## src/verilog/sasc_consts.vh

```
// Constants for the SAR converter sequencing control block.
// Assumes inclusion by the single design file under verilog/ and by the bench.
`ifndef SASC_CONSTS_VH
`define SASC_CONSTS_VH
`define SASC_ADR_PAIR_CFG 8'hba
`define SASC_ADR_CHAN_SEL 8'hbb
`define SASC_ADR_CONFIG   8'hbc
`define SASC_ADR_CONTROL  8'he8
`define SASC_ADR_RES_HI   8'hbf
`define SASC_ADR_RES_LO   8'hbe
`define SASC_RST_PAIR_CFG 8'h00
`define SASC_RST_CHAN_SEL 8'h00
`define SASC_RST_CONFIG   8'hf8
`define SASC_RST_CONTROL  8'h00
`define SASC_CTL_POWER    7
`define SASC_CTL_LPTRACK  6
`define SASC_CTL_DONE     5
`define SASC_CTL_BUSY     4
`define SASC_CTL_MODE_HI  3
`define SASC_CTL_MODE_LO  2
`define SASC_CTL_LJUST    0
`define SASC_MODE_SW      2'h0
`define SASC_MODE_TMR3    2'h1
`define SASC_MODE_EXT     2'h2
`define SASC_MODE_TMR2    2'h3
`define SASC_TRACK_CLKS   4'h3
`define SASC_CONV_CLKS    5'h10
`define SASC_TEMP_CHAN    4'h8
`define SASC_CFG_DIV_HI   7
`define SASC_CFG_DIV_LO   3
`define SASC_CFG_GAIN_HI  2
`define SASC_CFG_GAIN_LO  0
`define SASC_NIBBLE_HI    3
`endif

```

## src/verilog/sasc_top.v

```verilog
// SAR converter sequencing control: registers, triggers, conversion timing.
// Assumes an 8-bit register port from the host core and a digitised result
// from the analog macro, valid when the conversion ends.
`timescale 1ns/10ps
`include "sasc_consts.vh"

module sasc_top #(
  parameter RES_W = 12
) (
  input  wire             clk_sys_in,
  input  wire             rst_b_in,
  input  wire [7:0]       reg_addr_in,
  input  wire             reg_wr_in,
  input  wire             reg_rd_in,
  input  wire [7:0]       reg_wdata_in,
  input  wire             irq_enable_in,
  input  wire             timer3_ovf_in,
  input  wire             timer2_ovf_in,
  input  wire             external_convert_start_in,
  input  wire             chip_sleep_in,
  input  wire [RES_W-1:0] sar_result_in,
  output reg  [7:0]       reg_rdata_out,
  output reg              converter_power_on_out,
  output reg              track_enable_out,
  output reg              sample_hold_out,
  output reg  [3:0]       mux_pos_out,
  output reg  [3:0]       mux_neg_out,
  output reg              mux_diff_out,
  output reg  [2:0]       gain_select_out,
  output reg              sar_clk_en_out,
  output reg              conv_done_irq_out
);

  // Sequencer states.
  localparam ST_IDLE  = 2'h0;
  localparam ST_TRACK = 2'h1;
  localparam ST_CONV  = 2'h2;

  reg [7:0]       input_pair_config_reg_r;
  reg [7:0]       channel_select_reg_r;
  reg [7:0]       converter_config_reg_r;
  reg [7:0]       converter_control_reg_r;
  reg [7:0]       result_high_byte_r;
  reg [7:0]       result_low_byte_r;
  reg [1:0]       state_r;
  reg [4:0]       div_cnt_r;
  reg [4:0]       step_cnt_r;
  reg             ext_meta_r;
  reg             ext_sync_r;
  reg             ext_prev_r;
  reg             slp_meta_r;
  reg             slp_sync_r;
  reg             busy_wr_r;
  reg             conv_diff_r;

  wire       power_on  = converter_control_reg_r[`SASC_CTL_POWER];
  wire       lp_track  = converter_control_reg_r[`SASC_CTL_LPTRACK];
  wire [1:0] start_mode = {converter_control_reg_r[`SASC_CTL_MODE_HI],
                           converter_control_reg_r[`SASC_CTL_MODE_LO]};
  wire [3:0] chan      = channel_select_reg_r[`SASC_NIBBLE_HI:0];
  wire       ext_rise  = ext_sync_r & ~ext_prev_r;
  wire       wr_ctl    = reg_wr_in && (reg_addr_in == `SASC_ADR_CONTROL);
  wire       sar_tick  = (div_cnt_r == 5'h00);
  wire [4:0] div_fld   = converter_config_reg_r[`SASC_CFG_DIV_HI:`SASC_CFG_DIV_LO];
  wire [2:0] gain_fld  = converter_config_reg_r[`SASC_CFG_GAIN_HI:`SASC_CFG_GAIN_LO];
  wire [3:0] wr_nib    = reg_wdata_in[`SASC_NIBBLE_HI:0];

  // Pair configuration bit that governs a given external channel.
  function pair_bit;
    input [3:0] ch;
    input [7:0] cfg;
    begin
      pair_bit = cfg[ch[2:1]];
    end
  endfunction

  // Trigger selection by start mode; external edge only counts in idle.
  reg start_evt;
  always @* begin
    case (start_mode)
      `SASC_MODE_SW:   start_evt = busy_wr_r;
      `SASC_MODE_TMR3: start_evt = timer3_ovf_in;
      `SASC_MODE_EXT:  start_evt = ext_rise;
      default:         start_evt = timer2_ovf_in;
    endcase
  end

  // Multiplexer routing; odd channels of a differential pair follow the even one.
  reg [3:0] pos_nxt;
  reg [3:0] neg_nxt;
  reg       diff_nxt;
  always @* begin
    pos_nxt  = chan;
    neg_nxt  = 4'h0;
    diff_nxt = 1'b0;
    if (chan[3]) begin
      pos_nxt = `SASC_TEMP_CHAN;
    end else if (pair_bit(chan, input_pair_config_reg_r)) begin
      pos_nxt  = {1'b0, chan[2:1], 1'b0};
      neg_nxt  = {1'b0, chan[2:1], 1'b1};
      diff_nxt = 1'b1;
    end
  end

  // Result with sign handling, then justified into the byte pair.
  wire [RES_W-1:0] res_fmt = conv_diff_r ? (sar_result_in ^ {1'b1, {(RES_W-1){1'b0}}})
                                         : sar_result_in;
  wire [15:0] res_right = conv_diff_r ? {{(16-RES_W){res_fmt[RES_W-1]}}, res_fmt}
                                      : {{(16-RES_W){1'b0}}, res_fmt};
  wire [15:0] res_left  = {res_fmt, {(16-RES_W){1'b0}}};
  wire [15:0] res_word  = converter_control_reg_r[`SASC_CTL_LJUST] ? res_left
                                                                   : res_right;

  // Convert-start pin synchroniser; it resets to the pin's idle high level so
  // that no false rising edge follows reset.
  always @(posedge clk_sys_in or negedge rst_b_in) begin
    if (!rst_b_in) begin
      ext_meta_r <= 1'b1;
      ext_sync_r <= 1'b1;
      ext_prev_r <= 1'b1;
    end else begin
      ext_meta_r <= external_convert_start_in;
      ext_sync_r <= ext_meta_r;
      ext_prev_r <= ext_sync_r;
    end
  end

  // Sleep request synchroniser.
  always @(posedge clk_sys_in or negedge rst_b_in) begin
    if (!rst_b_in) begin
      slp_meta_r <= 1'b0;
      slp_sync_r <= 1'b0;
    end else begin
      slp_meta_r <= chip_sleep_in;
      slp_sync_r <= slp_meta_r;
    end
  end

  // Divider producing one enable pulse per conversion clock.
  always @(posedge clk_sys_in or negedge rst_b_in) begin
    if (!rst_b_in) begin
      div_cnt_r      <= 5'h00;
      sar_clk_en_out <= 1'b0;
    end else if (!power_on) begin
      div_cnt_r      <= 5'h00;
      sar_clk_en_out <= 1'b0;
    end else begin
      if (sar_tick)
        div_cnt_r <= div_fld;
      else
        div_cnt_r <= div_cnt_r - 5'h01;
      sar_clk_en_out <= sar_tick;
    end
  end

  // Registers, sequencer and status.
  always @(posedge clk_sys_in or negedge rst_b_in) begin
    if (!rst_b_in) begin
      input_pair_config_reg_r <= `SASC_RST_PAIR_CFG;
      channel_select_reg_r    <= `SASC_RST_CHAN_SEL;
      converter_config_reg_r  <= `SASC_RST_CONFIG;
      converter_control_reg_r <= `SASC_RST_CONTROL;
      result_high_byte_r      <= 8'h00;
      result_low_byte_r       <= 8'h00;
      state_r                 <= ST_IDLE;
      step_cnt_r              <= 5'h00;
      busy_wr_r               <= 1'b0;
      conv_diff_r             <= 1'b0;
      conv_done_irq_out       <= 1'b0;
    end else begin
      // A busy write starts the sequencer one cycle later, once the write has landed.
      busy_wr_r <= wr_ctl && reg_wdata_in[`SASC_CTL_BUSY];
      // Upper nibbles of the pair and channel registers are not kept and read as zero.
      if (reg_wr_in) begin
        if (reg_addr_in == `SASC_ADR_PAIR_CFG)
          input_pair_config_reg_r <= {4'h0, wr_nib};
        else if (reg_addr_in == `SASC_ADR_CHAN_SEL)
          channel_select_reg_r <= {4'h0, wr_nib};
        else if (reg_addr_in == `SASC_ADR_CONFIG)
          converter_config_reg_r <= reg_wdata_in;
        else if (wr_ctl)
          converter_control_reg_r <= {reg_wdata_in[7:5],
                                      converter_control_reg_r[`SASC_CTL_BUSY],
                                      reg_wdata_in[3:0]};
      end
      conv_done_irq_out <= 1'b0;
      if (!power_on) begin
        state_r <= ST_IDLE;
        converter_control_reg_r[`SASC_CTL_BUSY] <= 1'b0;
      end else begin
        case (state_r)
          ST_IDLE: begin
            if (start_evt) begin
              converter_control_reg_r[`SASC_CTL_BUSY] <= 1'b1;
              conv_diff_r <= diff_nxt;
              if (lp_track && start_mode != `SASC_MODE_EXT) begin
                state_r    <= ST_TRACK;
                step_cnt_r <= {1'b0, `SASC_TRACK_CLKS};
              end else begin
                state_r    <= ST_CONV;
                step_cnt_r <= `SASC_CONV_CLKS;
              end
            end
          end
          ST_TRACK: begin
            if (sar_tick) begin
              if (step_cnt_r == 5'h01) begin
                state_r    <= ST_CONV;
                step_cnt_r <= `SASC_CONV_CLKS;
              end else begin
                step_cnt_r <= step_cnt_r - 5'h01;
              end
            end
          end
          ST_CONV: begin
            if (sar_tick) begin
              if (step_cnt_r == 5'h01) begin
                state_r <= ST_IDLE;
                converter_control_reg_r[`SASC_CTL_BUSY] <= 1'b0;
                // Placed after the register write so a same-cycle clear of done loses.
                converter_control_reg_r[`SASC_CTL_DONE] <= 1'b1;
                conv_done_irq_out  <= irq_enable_in;
                result_high_byte_r <= res_word[15:8];
                result_low_byte_r  <= res_word[7:0];
              end else begin
                step_cnt_r <= step_cnt_r - 5'h01;
              end
            end
          end
          default: state_r <= ST_IDLE;
        endcase
      end
    end
  end

  // Register read port; the data stands until the next read.
  always @(posedge clk_sys_in or negedge rst_b_in) begin
    if (!rst_b_in) begin
      reg_rdata_out <= 8'h00;
    end else if (reg_rd_in) begin
      if (reg_addr_in == `SASC_ADR_PAIR_CFG)
        reg_rdata_out <= input_pair_config_reg_r;
      else if (reg_addr_in == `SASC_ADR_CHAN_SEL)
        reg_rdata_out <= channel_select_reg_r;
      else if (reg_addr_in == `SASC_ADR_CONFIG)
        reg_rdata_out <= converter_config_reg_r;
      else if (reg_addr_in == `SASC_ADR_CONTROL)
        reg_rdata_out <= converter_control_reg_r;
      else if (reg_addr_in == `SASC_ADR_RES_HI)
        reg_rdata_out <= result_high_byte_r;
      else if (reg_addr_in == `SASC_ADR_RES_LO)
        reg_rdata_out <= result_low_byte_r;
      else
        reg_rdata_out <= 8'h00;
    end
  end

  // Analog control outputs, registered.
  always @(posedge clk_sys_in or negedge rst_b_in) begin
    if (!rst_b_in) begin
      converter_power_on_out <= 1'b0;
      track_enable_out       <= 1'b0;
      sample_hold_out        <= 1'b0;
      mux_pos_out            <= 4'h0;
      mux_neg_out            <= 4'h0;
      mux_diff_out           <= 1'b0;
      gain_select_out        <= 3'h0;
    end else begin
      converter_power_on_out <= power_on;
      // Hold follows the registered state, so it falls one cycle after done is raised.
      sample_hold_out        <= power_on && (state_r == ST_CONV);
      if (!power_on || slp_sync_r)
        track_enable_out <= 1'b0;
      else if (lp_track && start_mode == `SASC_MODE_EXT)
        track_enable_out <= (state_r == ST_IDLE) && !ext_sync_r;
      else if (lp_track)
        track_enable_out <= (state_r == ST_TRACK);
      else
        track_enable_out <= (state_r != ST_CONV);
      mux_pos_out     <= pos_nxt;
      mux_neg_out     <= neg_nxt;
      mux_diff_out    <= diff_nxt;
      gain_select_out <= gain_fld;
    end
  end

endmodule

```

## config.mk

```make
export PLATFORM = sky130hd
export DESIGN_NAME = sasc_top
export DESIGN_NICKNAME = d
export VERILOG_FILES = /design/src/verilog/sasc_top.v
export VERILOG_INCLUDE_DIRS = /design/src /design/src/verilog
export SDC_FILE = /design/constraint.sdc
export NUM_CORES = 1
export LEC_CHECK = 0
export BUFFER_PORTS_ARGS = -buffer_cell sky130_fd_sc_hd__buf_2
export CORE_UTILIZATION = 50
export CTS_BUF_LIST = sky130_fd_sc_hd__clkbuf_4
export CTS_CLUSTER_DIAMETER = 200
export CTS_CLUSTER_SIZE = 14
export DETAILED_ROUTE_END_ITERATION = 10
export PLACE_DENSITY = 0.7
export SLEW_MARGIN = 20
export SYNTH_ARGS = -nofsm -noshare
export SYNTH_HDL_FRONTEND = slang
export SYNTH_SLANG_ARGS = --single-unit
export TNS_END_PERCENT = 10
```

## constraint.sdc

```tcl
create_clock -name clk_sys_in -period 5.3 [get_ports clk_sys_in]
set_input_delay 0.53 -clock clk_sys_in [delete_from_list [all_inputs] [get_ports clk_sys_in]]
set_output_delay 0.53 -clock clk_sys_in [all_outputs]
set_load 0.02 [all_outputs]
```

# After elaboration in Yosys (flattened, before gate mapping)
# Index checks and enable logic that the tools add are counted.
[word_totals] ff_bits=84 in_bits=37 out_inout_bits=25 elab_cells=134
[op_classes] n_addsub=2 n_lt_le_gt_ge=1 n_eq_ne=22 muxes=55 bitwise=6 n_reduce_logical=21
[ops] op="$eq A8 B8 Y1 const B" count=6
[ops] op="$mux W8" count=6
[ops] op="$mux W5" count=8
[ops] op="$mux W16" count=2
[ops] op="$mux W6" count=5
[ops] op="$mux W2" count=9
[ops] op="$mux W1" count=16
[ops] op="$ne A3 B3 Y1 const B" count=5
[ops] op="$pmux W5 S3" count=1
[ops] op="$mux W12" count=1
[ops] op="$ne A2 B2 Y1 const B" count=6
[ops] op="$reduce_and A5 Y1" count=2
[ops] op="$sub A5 B1 Y5 const B" count=2
[ops] op="$reduce_and A4 Y1" count=2
[ops] op="$logic_and A1 B1 Y1" count=6
[ops] op="$mux W3" count=2
[ops] op="$pmux W2 S3" count=1
[ops] op="$reduce_and A3 Y1" count=2
[ops] op="$reduce_and A6 Y1" count=1
[ops] op="$eq A5 B1 Y1 const B" count=1
[ops] op="$logic_not A5 Y1" count=1
[ops] op="$not A1 Y1" count=5
[ops] op="$eq A2 B1 Y1 const B" count=2
[ops] op="$eq A2 B2 Y1 const B" count=2
[ops] op="other kinds (11)" count=13

# Logic depth before layout (Yosys ltp)
# Gate-level depths: netlist of the first run.
[logic_depth] word_depth=11 mapped_depth=10 depth_no_buf=7

# Worst setup path after synthesis of the first run
# No wires, ideal clock.
[synth_timing] kind="in2reg" start="in reg_addr_in[0]" end="reg converter_control_reg_r[0]" setup_time_ns=0.125 t_arrival_ns=1.805 required_time_ns=5.175 setup_slack_ns=3.370 cell_stages=6 n_path_buf=2 path_cell_list="buf_6 -> or4b_1 -> buf_2 -> nor2_8 -> nand2_4 -> mux2_4"
[synth_via] elab_chain_len=3 elab_cells_between_ends=9 classes_between="eq/ne (4); bitwise (3); reduce/logical (2)"
[synth_lines] element="from (decl)" line="sasc_top.v:12" source="input wire [7:0] reg_addr_in,"
[synth_lines] element="$eq A8 B8 Y1 (no line)"
[synth_lines] element="$logic_and A1 B1 Y1 or $not A1 Y1 (tied branches)"
[synth_lines] element="$reduce_and A5 Y1 (no line) *"
[synth_lines] element="to (signal assigned)" line="sasc_top.v:162" source="converter_control_reg_r <= `SASC_RST_CONTROL;"
[synth_lines] element="to (signal assigned)" line="sasc_top.v:182" source="converter_control_reg_r <= {reg_wdata_in[7:5],"
[synth_lines] element="to (decl)" line="sasc_top.v:42" source="reg [7:0] converter_control_reg_r;"
# Mark *: on every way between the ends. The rest lies on a longest branch, timed or not.
# A chain may end at the register's enable or synchronous reset.

# Final worst setup path of the first run
[layout_timing] start="reg div_cnt_r[0]" end="reg result_high_byte_r[1]"
[layout_via] elab_chain_len=2
[layout_lines] element="from (decl)" line="sasc_top.v:46" source="reg [4:0] div_cnt_r;"
[layout_lines] element="from (signal assigned)" line="sasc_top.v:149" source="div_cnt_r <= div_fld;"
[layout_lines] element="from (signal assigned)" line="sasc_top.v:151" source="div_cnt_r <= div_cnt_r - 5'h01;"
[layout_lines] element="$logic_not A5 Y1" line="sasc_top.v:63" source="wire sar_tick = (div_cnt_r == 5'h00);"
[layout_lines] element="$reduce_and A4 Y1 (no line)"
[layout_lines] element="to (signal assigned)" line="sasc_top.v:223" source="result_high_byte_r <= res_word[15:8];"
[layout_lines] element="to (decl)" line="sasc_top.v:43" source="reg [7:0] result_high_byte_r;"
# Every way passes these cells.

==> results of run 1 <==
==> synth_stat cells (all sizes together) <==
master	count	area share, %
inv	13	1.2
nand4b	2	0.44
nor3b	2	0.38
or3b	1	0.22
and2	7	1.1
mux4	1	0.57
o2bb2ai	1	0.22
o221ai	5	1.5
nand4	1	0.16
a211oi	13	2.5
a21oi	22	2.9
nor2	24	2.9
o41ai	1	0.22
conb	1	0.095
nand3	5	0.63
nand2b	7	1.1
o31ai	4	0.76
a2111oi	1	0.22
o22ai	8	1.4
o21a	1	0.19
dfrtp	74	47
or3	1	0.16
and3	4	0.63
xnor2	2	0.44
nand2	47	4.7
nand3b	5	0.95
ha	8	2.5
o311a	1	0.25
nor3	7	0.88
clkbuf	8	0.76
nor2b	8	1.5
buf	9	1.9
a31oi	1	0.32
or4b	3	0.95
dfstp	8	5.3
mux2i	8	2.0
o21ai	27	3.4
o32ai	1	0.22
mux2	25	7.7
==> sequential cells by signal (all words and copies together) (netlist names), 2 cells and up <==
name / cells
converter_config_reg_r: 8
converter_control_reg_r: 8
div_cnt_r: 5
step_cnt_r: 5
state_r: 2
reg_rdata_out: 8
input_pair_config_reg_r: 4
mux_pos_out: 4
mux_neg_out: 3
channel_select_reg_r: 4
result_high_byte_r: 8
result_low_byte_r: 8
gain_select_out: 3
==> worst paths after layout <==
kind,startpoint,end,slack (ps),cells after the start
min reg2reg,ext_meta_r$_DFF_PN1_,ext_sync_r$_DFF_PN1_,370,0
max reg2reg,div_cnt_r[0]$_DFF_PN0_,result_high_byte_r[1]$_DFFE_PN0P_,3140,7
min in group clk_sys_in,external_convert_start_in,ext_meta_r$_DFF_PN1_,190,1
min,rst_b_in,slp_meta_r$_DFF_PN0_,110,1
max,div_cnt_r[0]$_DFF_PN0_,result_high_byte_r[1]$_DFFE_PN0P_,3140,7
max in group asynchronous,rst_b_in,result_low_byte_r[5]$_DFFE_PN0P_,4680,1
==> kinds of logic after synthesis <==
logic type | count (synthesis)
buffers and inverters | 30
muxes | 34
other | 1
xor gates and xnor gates | 2
and+or+nand+nor | 124
adders and majority gates | 8
AOI/OAI and AO/OA | 86
DFF | 82
==> metrics by stage <==
stage | total power, mW | worst slack [ps] | utilization (%) | cells
finish | 1.10 | 3140 | 57.5 | 528
global route | 1.16 | 2960 | 57.5 | 528
CTS | 1.12 | 3120 | 57.4 | 528
detailed placement | 0.779 | 3110 | 55.8 | 512
global placement | 0.776 | 3160 | 55.8 | 512
floorplan | 0.730 | 3370 | - | 367
==> worst max-delay path: stages (launching register included) <==
cell,delay [ps]
dfrtp_1,420
inv_1,60
ha_1,190
or4b_4,590
nor2_4,200
nand2_2,300
nand2_1,170
o21ai_0,90
==> metal layers <==
metal / wire, um / track usage [%] / vias to the layer above / part of all wire [%]
met5: 0 / 0 / - / 0
li1: - / - / 1400 / -
met2: 3940 / 33.4 / 83 / 47
met1: 3880 / 30.1 / 1437 / 46
met3: 384 / 5.44 / 10 / 4.6
met4: 151 / 9.13 / 0 / 1.8
==> power groups by stage <==
stage / Clock (mW) / Sequential (mW) / Combinational (mW)
global placement: 0 / 0.674 / 0.102
floorplan: 0 / 0.676 / 0.0534
CTS: 0.347 / 0.663 / 0.104
global route: 0.374 / 0.666 / 0.116
finish: 0.335 / 0.663 / 0.103
detailed placement: 0 / 0.675 / 0.104
==> layout make-up <==
cell class	instances	area, um2
Clock buffer	9	67.6
Clock inverter	7	58.8
Fill cell	670	3270
Inverter	13	48.8
Multi-Input combinational cell	255	1750
Sequential cell	82	2060
Tap cell	102	128
Timing Repair Buffer	60	307
==> results.md, run 1 <==
- Outcome: finished, final reports clean
- Initial Util: around 50%
- Post-synthesis mux area share: 10.3%
- Setup TNS: 0 ps
- Setup Crit Path Kind: reg2reg
- CTS buffer count: 9
- Setup crit end kind: flop
- Drt total wl: 8.36 mm
- Slew HR: 51.3%
- Maxcap violations: 0
- Post-CTS setup buffer count: 0
- Layout cell share with drive strength beyond 1: 28.4%
- Comb pwr share: 9.4%
- Worst-Margin Slew: roughly 730 ps
- I/O pin count: 62
- Pint: 792 uW
- Sequential power share: 60.2%
- Adder-cell share of the synthesized area: 2.53%
- CTS Buffer Depth: 2
- Avg Cell Area, Syn: 10.8 um2
- Net Switching: 310 uW
- Critical Path Fanout Max: 29
- First-pass GRT wire length: 14.0 mm
- Clock Latency Late Sink: ~420 ps
- Final setup violation count: 0
- Total number of vias: 2930
- I/O Buffers: 60
- DP Area: roughly 4300 um2
- Initial antenna violation count: 0
- Final instance area: between 4000 and 5000 um2
- Synth warn: 0
- Root Buffer: clkbuf_4
- WL per Instance: 15.8 um
- All-layer global routing usage: 21.9%
- Hold Worst Slack: 105 ps
- Sw frac: around 28%
- Clk slew on worst S/H paths: roughly 140 ps
- Final GP Congestion: around 0.85
- Unrepaired setup endpoints after global routing: false
- Post-DR vias/cell: 5.55
- Clock sink total: 82
- H-tree depth: 3
- Pin count of the biggest net entering global routing: 83
- Leakage: about 2.1 nW
- Worst hold path class: in2async
- Syn nets: 412
- WP data required: 5580 ps
- Post-CTS Resized: 0
- CTS tree: done
- Netlist Area Pre-Place: about 4000 um2
- Clock Power Share: 30.4%
- CTS Hold Bufs: 0
- Layout Nets: 466
- Vias in the first global route: 2754
- Most frequent cells in the layout: 74 x dfrtp_1, 59 x buf_2, 45 x nand2_1, 22 x nor2_1
- Die ar.: 8290 um2
- Final hold viol count: 0
- Detailed placer's ending HPWL: 6.08 mm
- Max VDD drop: 0.121 mV
- Netlist cell types: 54
- Cells after Synth: 367
- Syn-to-layout area delta: 11.5%
- Post-DRT Antenna Nets: 0
- Residual DRC count: 0
- Synth Area in Compound Gates: 14.1%
- Largest family of logic cells by synthesized area: simple AND/OR/NAND/NOR gates
- Post-Synth XOR/XNOR Area: 0.442%
- Fmax: 463 MHz
- Tmin final: about 2200 ps
- Area of the core: 7690 um2
- Cell Pwr Density: between 200 and 250 nW/um2
- Die W: 91.0 um
- Most common cell after layout, fill and taps aside: dfrtp_1
- Iteration-0 DRC count of the detailed router: 130
- Diode count: 0
- Crit path DAT: 2440 ps
- Clk_skew: 18.6 ps
- Sequential share of the synthesized area: 52.0%
- Yosys reg bits: 82
- Post-synthesis simple-gate area fraction: 16.6%
- CP Launch Type: flop
- Slew Limit Fails: 0
- DR pass1 iterations: 4
- Final worst-path cycle share: 40.7%
- GRT Residual Overflow: 0
- Die height: 91.0 um
- FP Rows: 32
(Power assumes the default switching activity.)
==> run 2, diff against run 1 <==
==> constraint.sdc (replaced) <==
create_clock -name clk_sys_in -period 2.05 [get_ports clk_sys_in]
set_input_delay 0.205 -clock clk_sys_in [delete_from_list [all_inputs] [get_ports clk_sys_in]]
set_output_delay 0.205 -clock clk_sys_in [all_outputs]
set_load 0.02 [all_outputs]
==> run 2 against run 1 <==
Utilization grew 3.4 points. Power rose to 2.9 times the previous value. First-iteration DRC count up 32%. Via count is 2.4% higher. Die area unchanged. Sequential cell count unchanged.
==> results.md, run 2 (synthesis gave the netlist of run 1 again) <==
- Layout Nets: 483 (+3.6%)
- Worst hold path class: in2reg
- Fmax: 498 MHz (+7.4%)
- Multi-input logic area: 1780 um2 (+1.9%)
- Tmin final: 2010 ps (-150 ps)
- Residual DRC count: 0 (unchanged)
- Final std cells w/o fill: 545 (+3.2%)
- Syn-to-layout area delta: 18.0%
- Net Switching: 802 uW (+160%)
- Final core occ: 60.8% (+3.4 points)
- Total number of vias: 3001 (+2.4%)
- H-tree depth: 3 (unchanged)
- Number of fill cells: 682 (+1.8%)
- GRT Residual Overflow: 0 (unchanged)
- Pint: 2.43 mW (+210%)
- Most frequent cells in the layout: 74 x dfrtp_1, 59 x buf_2, 45 x nand2_1, 22 x nor2_1, 21 x a21oi_1
- I/O pin count: 62 (unchanged)
- FP Rows: 32 (unchanged)
- Setup TNS: 0 ps (unchanged)
- Layout cell share with drive strength beyond 1: 30.5% (+2.1 points)
- Final setup violation count: 0 (unchanged)
- Initial Util: 51.5% (unchanged)
- Worst-Margin Slew: 678 ps (-52.4 ps)
- Clk slew on worst S/H paths: 130 ps (about the same)
- Detailed placer's ending HPWL: 6.27 mm (+3.1%)
- Drt total wl: 8.76 mm (+4.9%)
- Diode count: 0 (unchanged)
- Clk_skew: 10.7 ps (-7.86 ps)
- Placed insts: 520 (+1.6%)
- I/O Buffers: 60 (unchanged)
- Die W: 91.0 um (unchanged)
- Slew Limit Fails: 0 (unchanged)
- Most common cell after layout, fill and taps aside: dfrtp_1
- Met1 Track Usage GR: 30.8% (+0.68 points)
- Die height: 91.0 um (unchanged)
- CTS Buffer Depth: 2 (unchanged)
- Crit path DAT: 2350 ps (-90 ps)
- Clock sink total: 82 (unchanged)
- Vias in the first global route: 2880 (+4.6%)
- Iteration-0 DRC count of the detailed router: 171 (+32%)
- First-pass GRT wire length: 14.3 mm (+2.6%)
- Sequential power share: 53.1% (-7.1 points)
- Area of the core: 7690 um2 (unchanged)
- Initial antenna violation count: 0 (unchanged)
- Final GP Congestion: 0.844 (-0.80%)
- Slowest stage delay, CP: 540 ps (-50 ps)
- Maxcap violations: 0 (unchanged)
- Pin count of the biggest net entering global routing: 46 (-45%)
- Clock Latency Late Sink: 440 ps (+20 ps)
- Root Buffer: clkbuf_4
- Final hold viol count: 0 (unchanged)
- Final worst-path cycle share: 98.0% (+57 points)
- All-layer global routing usage: 22.4% (+0.43 points)
- Setup Crit Path Kind: reg2reg
- Comb pwr share: 9.1% (-0.3 points)
- Worst path cell trace: inv_1 -> ha_2 -> or4b_4 -> a21oi_4 -> o221ai_4 -> mux2_4
- CP Launch Type: flop
- Critical Path Fanout Max: 5 (-83%)
- Outcome: finished, final reports clean
- Crit-path slowest cell: or4b_4
- Post-DRT Antenna Nets: 0 (unchanged)
- Global Route met2 Usage: 35.4% (+2.0 points)
- Reg area: 2060 um2 (unchanged)
- Leakage: 2.25 nW (+5.3%)
- CTS tree: done
- Slew HR: 54.8% (+3.5 points)
- WL per Instance: 16.1 um (+1.6%)
- Die ar.: 8290 um2 (unchanged)
- Cell Pwr Density: 690 nW/um2 (+180%)
- Global routing met3 resource utilization: 5.28% (-0.17 points)
- CTS buffer count: 9 (unchanged)
- Max VDD drop: 0.452 mV (+270%)
- Design Power: 3.23 mW (+190%)
- Sw frac: 24.8% (-3.3 points)
- Hold Worst Slack: 15.9 ps (-89.2 ps)
- Most used routing layer: met2
- DR pass1 iterations: 4 (unchanged)
- WP data required: 2390 ps (-3190 ps)
- Setup crit end kind: flop
- Clock Power Share: 37.8% (+7.4 points)
- Post-DR vias/cell: 5.51 (-0.77%)
## run 2: cell count changes in the layout (fill, tap and decap cells not counted), sizes merged
cell,before,now
dlygate4sd3,0,7
clkinv,1,0
bufinv,0,3
o221ai,5,6
buf,60,69
inv,17,15
## run 2: repair_timing
item	CTS	global route
setup endpoints to repair	0	5
setup buffers	0	1
endpoints found under the hold margin	45	1
hold buffers	6	1
gates resized for setup	0	6
## run 2: path summary, 6_finish.rpt
check / from / slack (ps) / depth (start not counted) / end
min in group asynchronous: rst_b_in / 290 / 2 / slp_sync_r$_DFF_PN0_
max reg2reg: div_cnt_r[0]$_DFF_PN0_ / 40 / 6 / step_cnt_r[4]$_DFFE_PN0P_
min reg2reg: ext_meta_r$_DFF_PN1_ / 370 / 0 / ext_sync_r$_DFF_PN1_
max in group asynchronous: rst_b_in / 1110 / 3 / converter_config_reg_r[6]$_DFFE_PN1P_
max: div_cnt_r[0]$_DFF_PN0_ / 40 / 6 / step_cnt_r[4]$_DFFE_PN0P_
min: reg_wdata_in[7] / 20 / 2 / converter_control_reg_r[7]$_DFFE_PN0P_
## run 2: critical path, delay by kind of cell, from the launching register on
family / cells / cell delay (ps)
multiplexers: 1 / 330
buffers and inverters: 1 / 60
adder cells (fa/ha/maj): 1 / 180
AND/OR/NAND/NOR: 1 / 540
flip-flops: 1 / 420
AO/OA/AOI/OAI: 2 / 370
## run 2: power groups by stage
stage          Combinational, mW  Clock (mW)  Sequential, mW
3_5_place_dp               0.280           0            1.74
5_1_grt                    0.325        1.32            1.72
4_1_cts                    0.290        1.25            1.71
6_report                   0.295        1.22            1.71
2_1_floorplan              0.138           0            1.75
3_3_place_gp               0.276           0            1.74
## run 2: layout make-up
cell class              instances  share of cell area [%]
inverters                      13                    1.04
repair buffers                 76                    9.95
flip-flops and latches         82                    44.1
multi-input cells             256                    38.1
well taps                     102                    2.73
clock inverters                 7                    2.68
clock buffers                   9                    1.44
## run 2: stage by stage
| stage | setup slack, ps | area [um2] |
|---|---|---|
| finish | 41.2 | 4680 |
| floorplan | 138 | 3960 |
| detailed placement | 31.6 | 4370 |
| global route | -17.9 | 4680 |
| CTS | 10.7 | 4630 |
| global placement | 71.6 | 4370 |
## run 2: metal layers
layer,up-vias,part of all wire (%)
li1,1444,-
met1,1453,46
met2,94,48
met3,10,5.5
met4,0,1.0
met5,-,0
==> run 3, diff against run 2 <==
==> constraint.sdc (replaced) <==
create_clock -name clk_sys_in -period 2.1 [get_ports clk_sys_in]
set_input_delay 0.21 -clock clk_sys_in [delete_from_list [all_inputs] [get_ports clk_sys_in]]
set_output_delay 0.21 -clock clk_sys_in [all_outputs]
set_load 0.02 [all_outputs]
==> run 3 against run 2 <==
Design area shrank 2.7%. Sequential cell count stayed put. Cell count shrank 1.1%. Via count is 0.43% lower. Combinational power decreased by 5%. First-iteration DRC count fell by 12%. Power shrank 10%. Critical path depth unchanged. Largest cell class unchanged. Highest routed layer unchanged.
==> results.md, run 3 (synthesis gave the netlist of run 1 again) <==
- Slowest stage delay, CP: 550 ps (about the same)
- Clock sink total: 82 (unchanged)
- Final worst-path cycle share: 97.6% (-0.40 points)
- Worst path cell trace: inv_1 -> ha_2 -> or4b_4 -> a21oi_4 -> o221ai_4 -> mux2_1
- Die W: 91.0 um (unchanged)
- All-layer global routing usage: 22.2% (-0.20 points)
- WL per Instance: 15.8 um (-1.4%)
- Fmax: 488 MHz (-2.0%)
- Clk_skew: 21.1 ps (+10.4 ps)
- H-tree depth: 3 (unchanged)
- Max VDD drop: 0.241 mV (-47%)
- Iteration-0 DRC count of the detailed router: 150 (-12%)
- Initial antenna violation count: 0 (unchanged)
- Post-DR vias/cell: 5.54 (+0.68%)
- R2R depth: 6 (unchanged)
- I/O pin count: 62 (unchanged)
- Placed insts: 520 (unchanged)
- GRT Residual Overflow: 0 (unchanged)
- Final setup violation count: 0 (unchanged)
- Worst slack, placed: 48.0 ps (+16.5 ps)
- CTS buffer count: 9 (unchanged)
- Layout Nets: 477 (-1.2%)
- Final instance area: 4550 um2 (-2.7%)
- Crit-path slowest cell: or4b_4
- Final hold viol count: 0 (unchanged)
- Global routing met3 resource utilization: 3.52% (-1.8 points)
- DR pass1 iterations: 4 (unchanged)
- Reg-to-Reg End: step_cnt_r[4]$_DFFE_PN0P_
- Clock Latency Late Sink: 430 ps (about the same)
- Worst Hold End: result_low_byte_r[1]$_DFFE_PN0P_
- I/O Buffers: 60 (unchanged)
- Die ar.: 8290 um2 (unchanged)
- Worst-Margin Slew: 703 ps (+24.9 ps)
- CP Launch Type: flop
- Layout cell share with drive strength beyond 1: 29.5% (-0.95 points)
- Root Buffer: clkbuf_4
- Cell Pwr Density: 638 nW/um2 (-7.6%)
- Most used routing layer: met2
- Most common cell after layout, fill and taps aside: dfrtp_1
- CTS tree: done
- Global Route met2 Usage: 35.4% (unchanged)
- Met1 Track Usage GR: 30.9% (+0.15 points)
- Final WS setup: 50.6 ps (+9.43 ps)
- Die height: 91.0 um (unchanged)
- Crit-path leading delay family: simple AND/OR/NAND/NOR gates
- Min-delay src: sar_result_in[1]
- Tmin final: 2050 ps (+40.6 ps)
- Post-DRT Antenna Nets: 0 (unchanged)
- Area of the core: 7690 um2 (unchanged)
- Pin count of the biggest net entering global routing: 46 (unchanged)
- Syn-to-layout area delta: 14.8%
- CTS Buffer Depth: 2 (unchanged)
- Setup crit end kind: flop
- Maxcap violations: 0 (unchanged)
- Critical Path Fanout Max: 9 (+4)
- Initial Util: 51.5% (unchanged)
- Setup Crit Path Kind: reg2reg
- Crit path DAT: 2370 ps (+20 ps)
- Final std cells w/o fill: 539 (-1.1%)
- Leakage: 2.22 nW (-1.2%)
- Clk slew on worst S/H paths: 150 ps (+20 ps)
- WP buf/inv: 1 (unchanged)
- Worst hold path class: in2reg
- Final core occ: 59.2% (-1.7 points)
- Diode count: 0 (unchanged)
- Vias in the first global route: 2935 (+1.9%)
- Worst r2r src: div_cnt_r[0]$_DFF_PN0_
- Unrepaired setup endpoints after global routing: true
- Setup slack, reg-to-reg: 50 ps (about the same)
- Residual DRC count: 0 (unchanged)
- First-pass GRT wire length: 14.4 mm (+0.33%)
- Final GP Congestion: 0.820 (-2.9%)
- Most frequent cells in the layout: 74 x dfrtp_1, 59 x buf_2, 45 x nand2_1, 22 x nor2_1
- FP Rows: 32 (unchanged)
- WP data required: 2420 ps (+30 ps)
- Outcome: finished, final reports clean
- Hold Crit Depth: 3 (+1)
- Post-CTS setup buffer count: 0 (unchanged)
- Slew HR: 53.1% (-1.7 points)
- Drt total wl: 8.54 mm (-2.5%)
- Total number of vias: 2988 (-0.43%)
- Detailed placer's ending HPWL: 6.31 mm (+0.52%)
- DP Area: 4360 um2 (-0.29%)
- Slew Limit Fails: 0 (unchanged)
run 3: worst max path at each step:
stage | start | endpoint | slack (ps) | cells after the start
finish | div_cnt_r[0]$_DFF_PN0_ | step_cnt_r[4]$_DFFE_PN0P_ | 50 | 6
global route | div_cnt_r[0]$_DFF_PN0_ | step_cnt_r[2]$_DFFE_PN0P_ | -70 | 6
CTS | div_cnt_r[0]$_DFF_PN0_ | step_cnt_r[4]$_DFFE_PN0P_ | 30 | 6
detailed placement | div_cnt_r[0]$_DFF_PN0_ | step_cnt_r[4]$_DFFE_PN0P_ | 50 | 6
global placement | div_cnt_r[0]$_DFF_PN0_ | step_cnt_r[4]$_DFFE_PN0P_ | 120 | 6
floorplan | step_cnt_r[1]$_DFFE_PN0P_ | step_cnt_r[4]$_DFFE_PN0P_ | 190 | 6
run 3: cell type report:
class / instances / area, um2
clock buffers: 9 / 67.6
fillers: 686 / 3140
multi-input cells: 255 / 1760
inverters: 13 / 48.8
clock inverters: 7 / 76.3
flip-flops and latches: 82 / 2060
repair buffers: 71 / 405
well taps: 102 / 128
run 3: repair_timing:
action,4_1_cts,5_1_grt
hold endpoints to repair,42,0
gates resized for setup,0,3
hold buffers,3,0
endpoints found under the setup margin,0,17
run 3: through the flow:
stage	hold slack, ps	TNS, ps	total power [mW]
finish	18.0	0	2.90
global placement	247	0	1.97
CTS	4.64	0	2.92
detailed placement	245	0	1.98
floorplan	-85.6	0	1.84
global route	11.4	-135	3.02
run 3: per-layer routing:
layer	share of wire [%]	routed length, um
met3	3.3	282
met2	48	4100
met5	0	0
met4	1.1	92
met1	48	4070
run 3: where the power goes:
| group | total, mW | switching (mW) | internal [mW] |
|---|---|---|---|
| sequential | 1.67 | 0.0413 | 1.63 |
| clock | 0.949 | 0.573 | 0.376 |
| combinational | 0.280 | 0.162 | 0.118 |
run 3: worst reg2reg max path, cell delays in order (launching register included):
cell and delay [ps]:
dfrtp_1 410, inv_1 80, ha_2 200, or4b_4 550, a21oi_4 200, o221ai_4 180
mux2_1 350
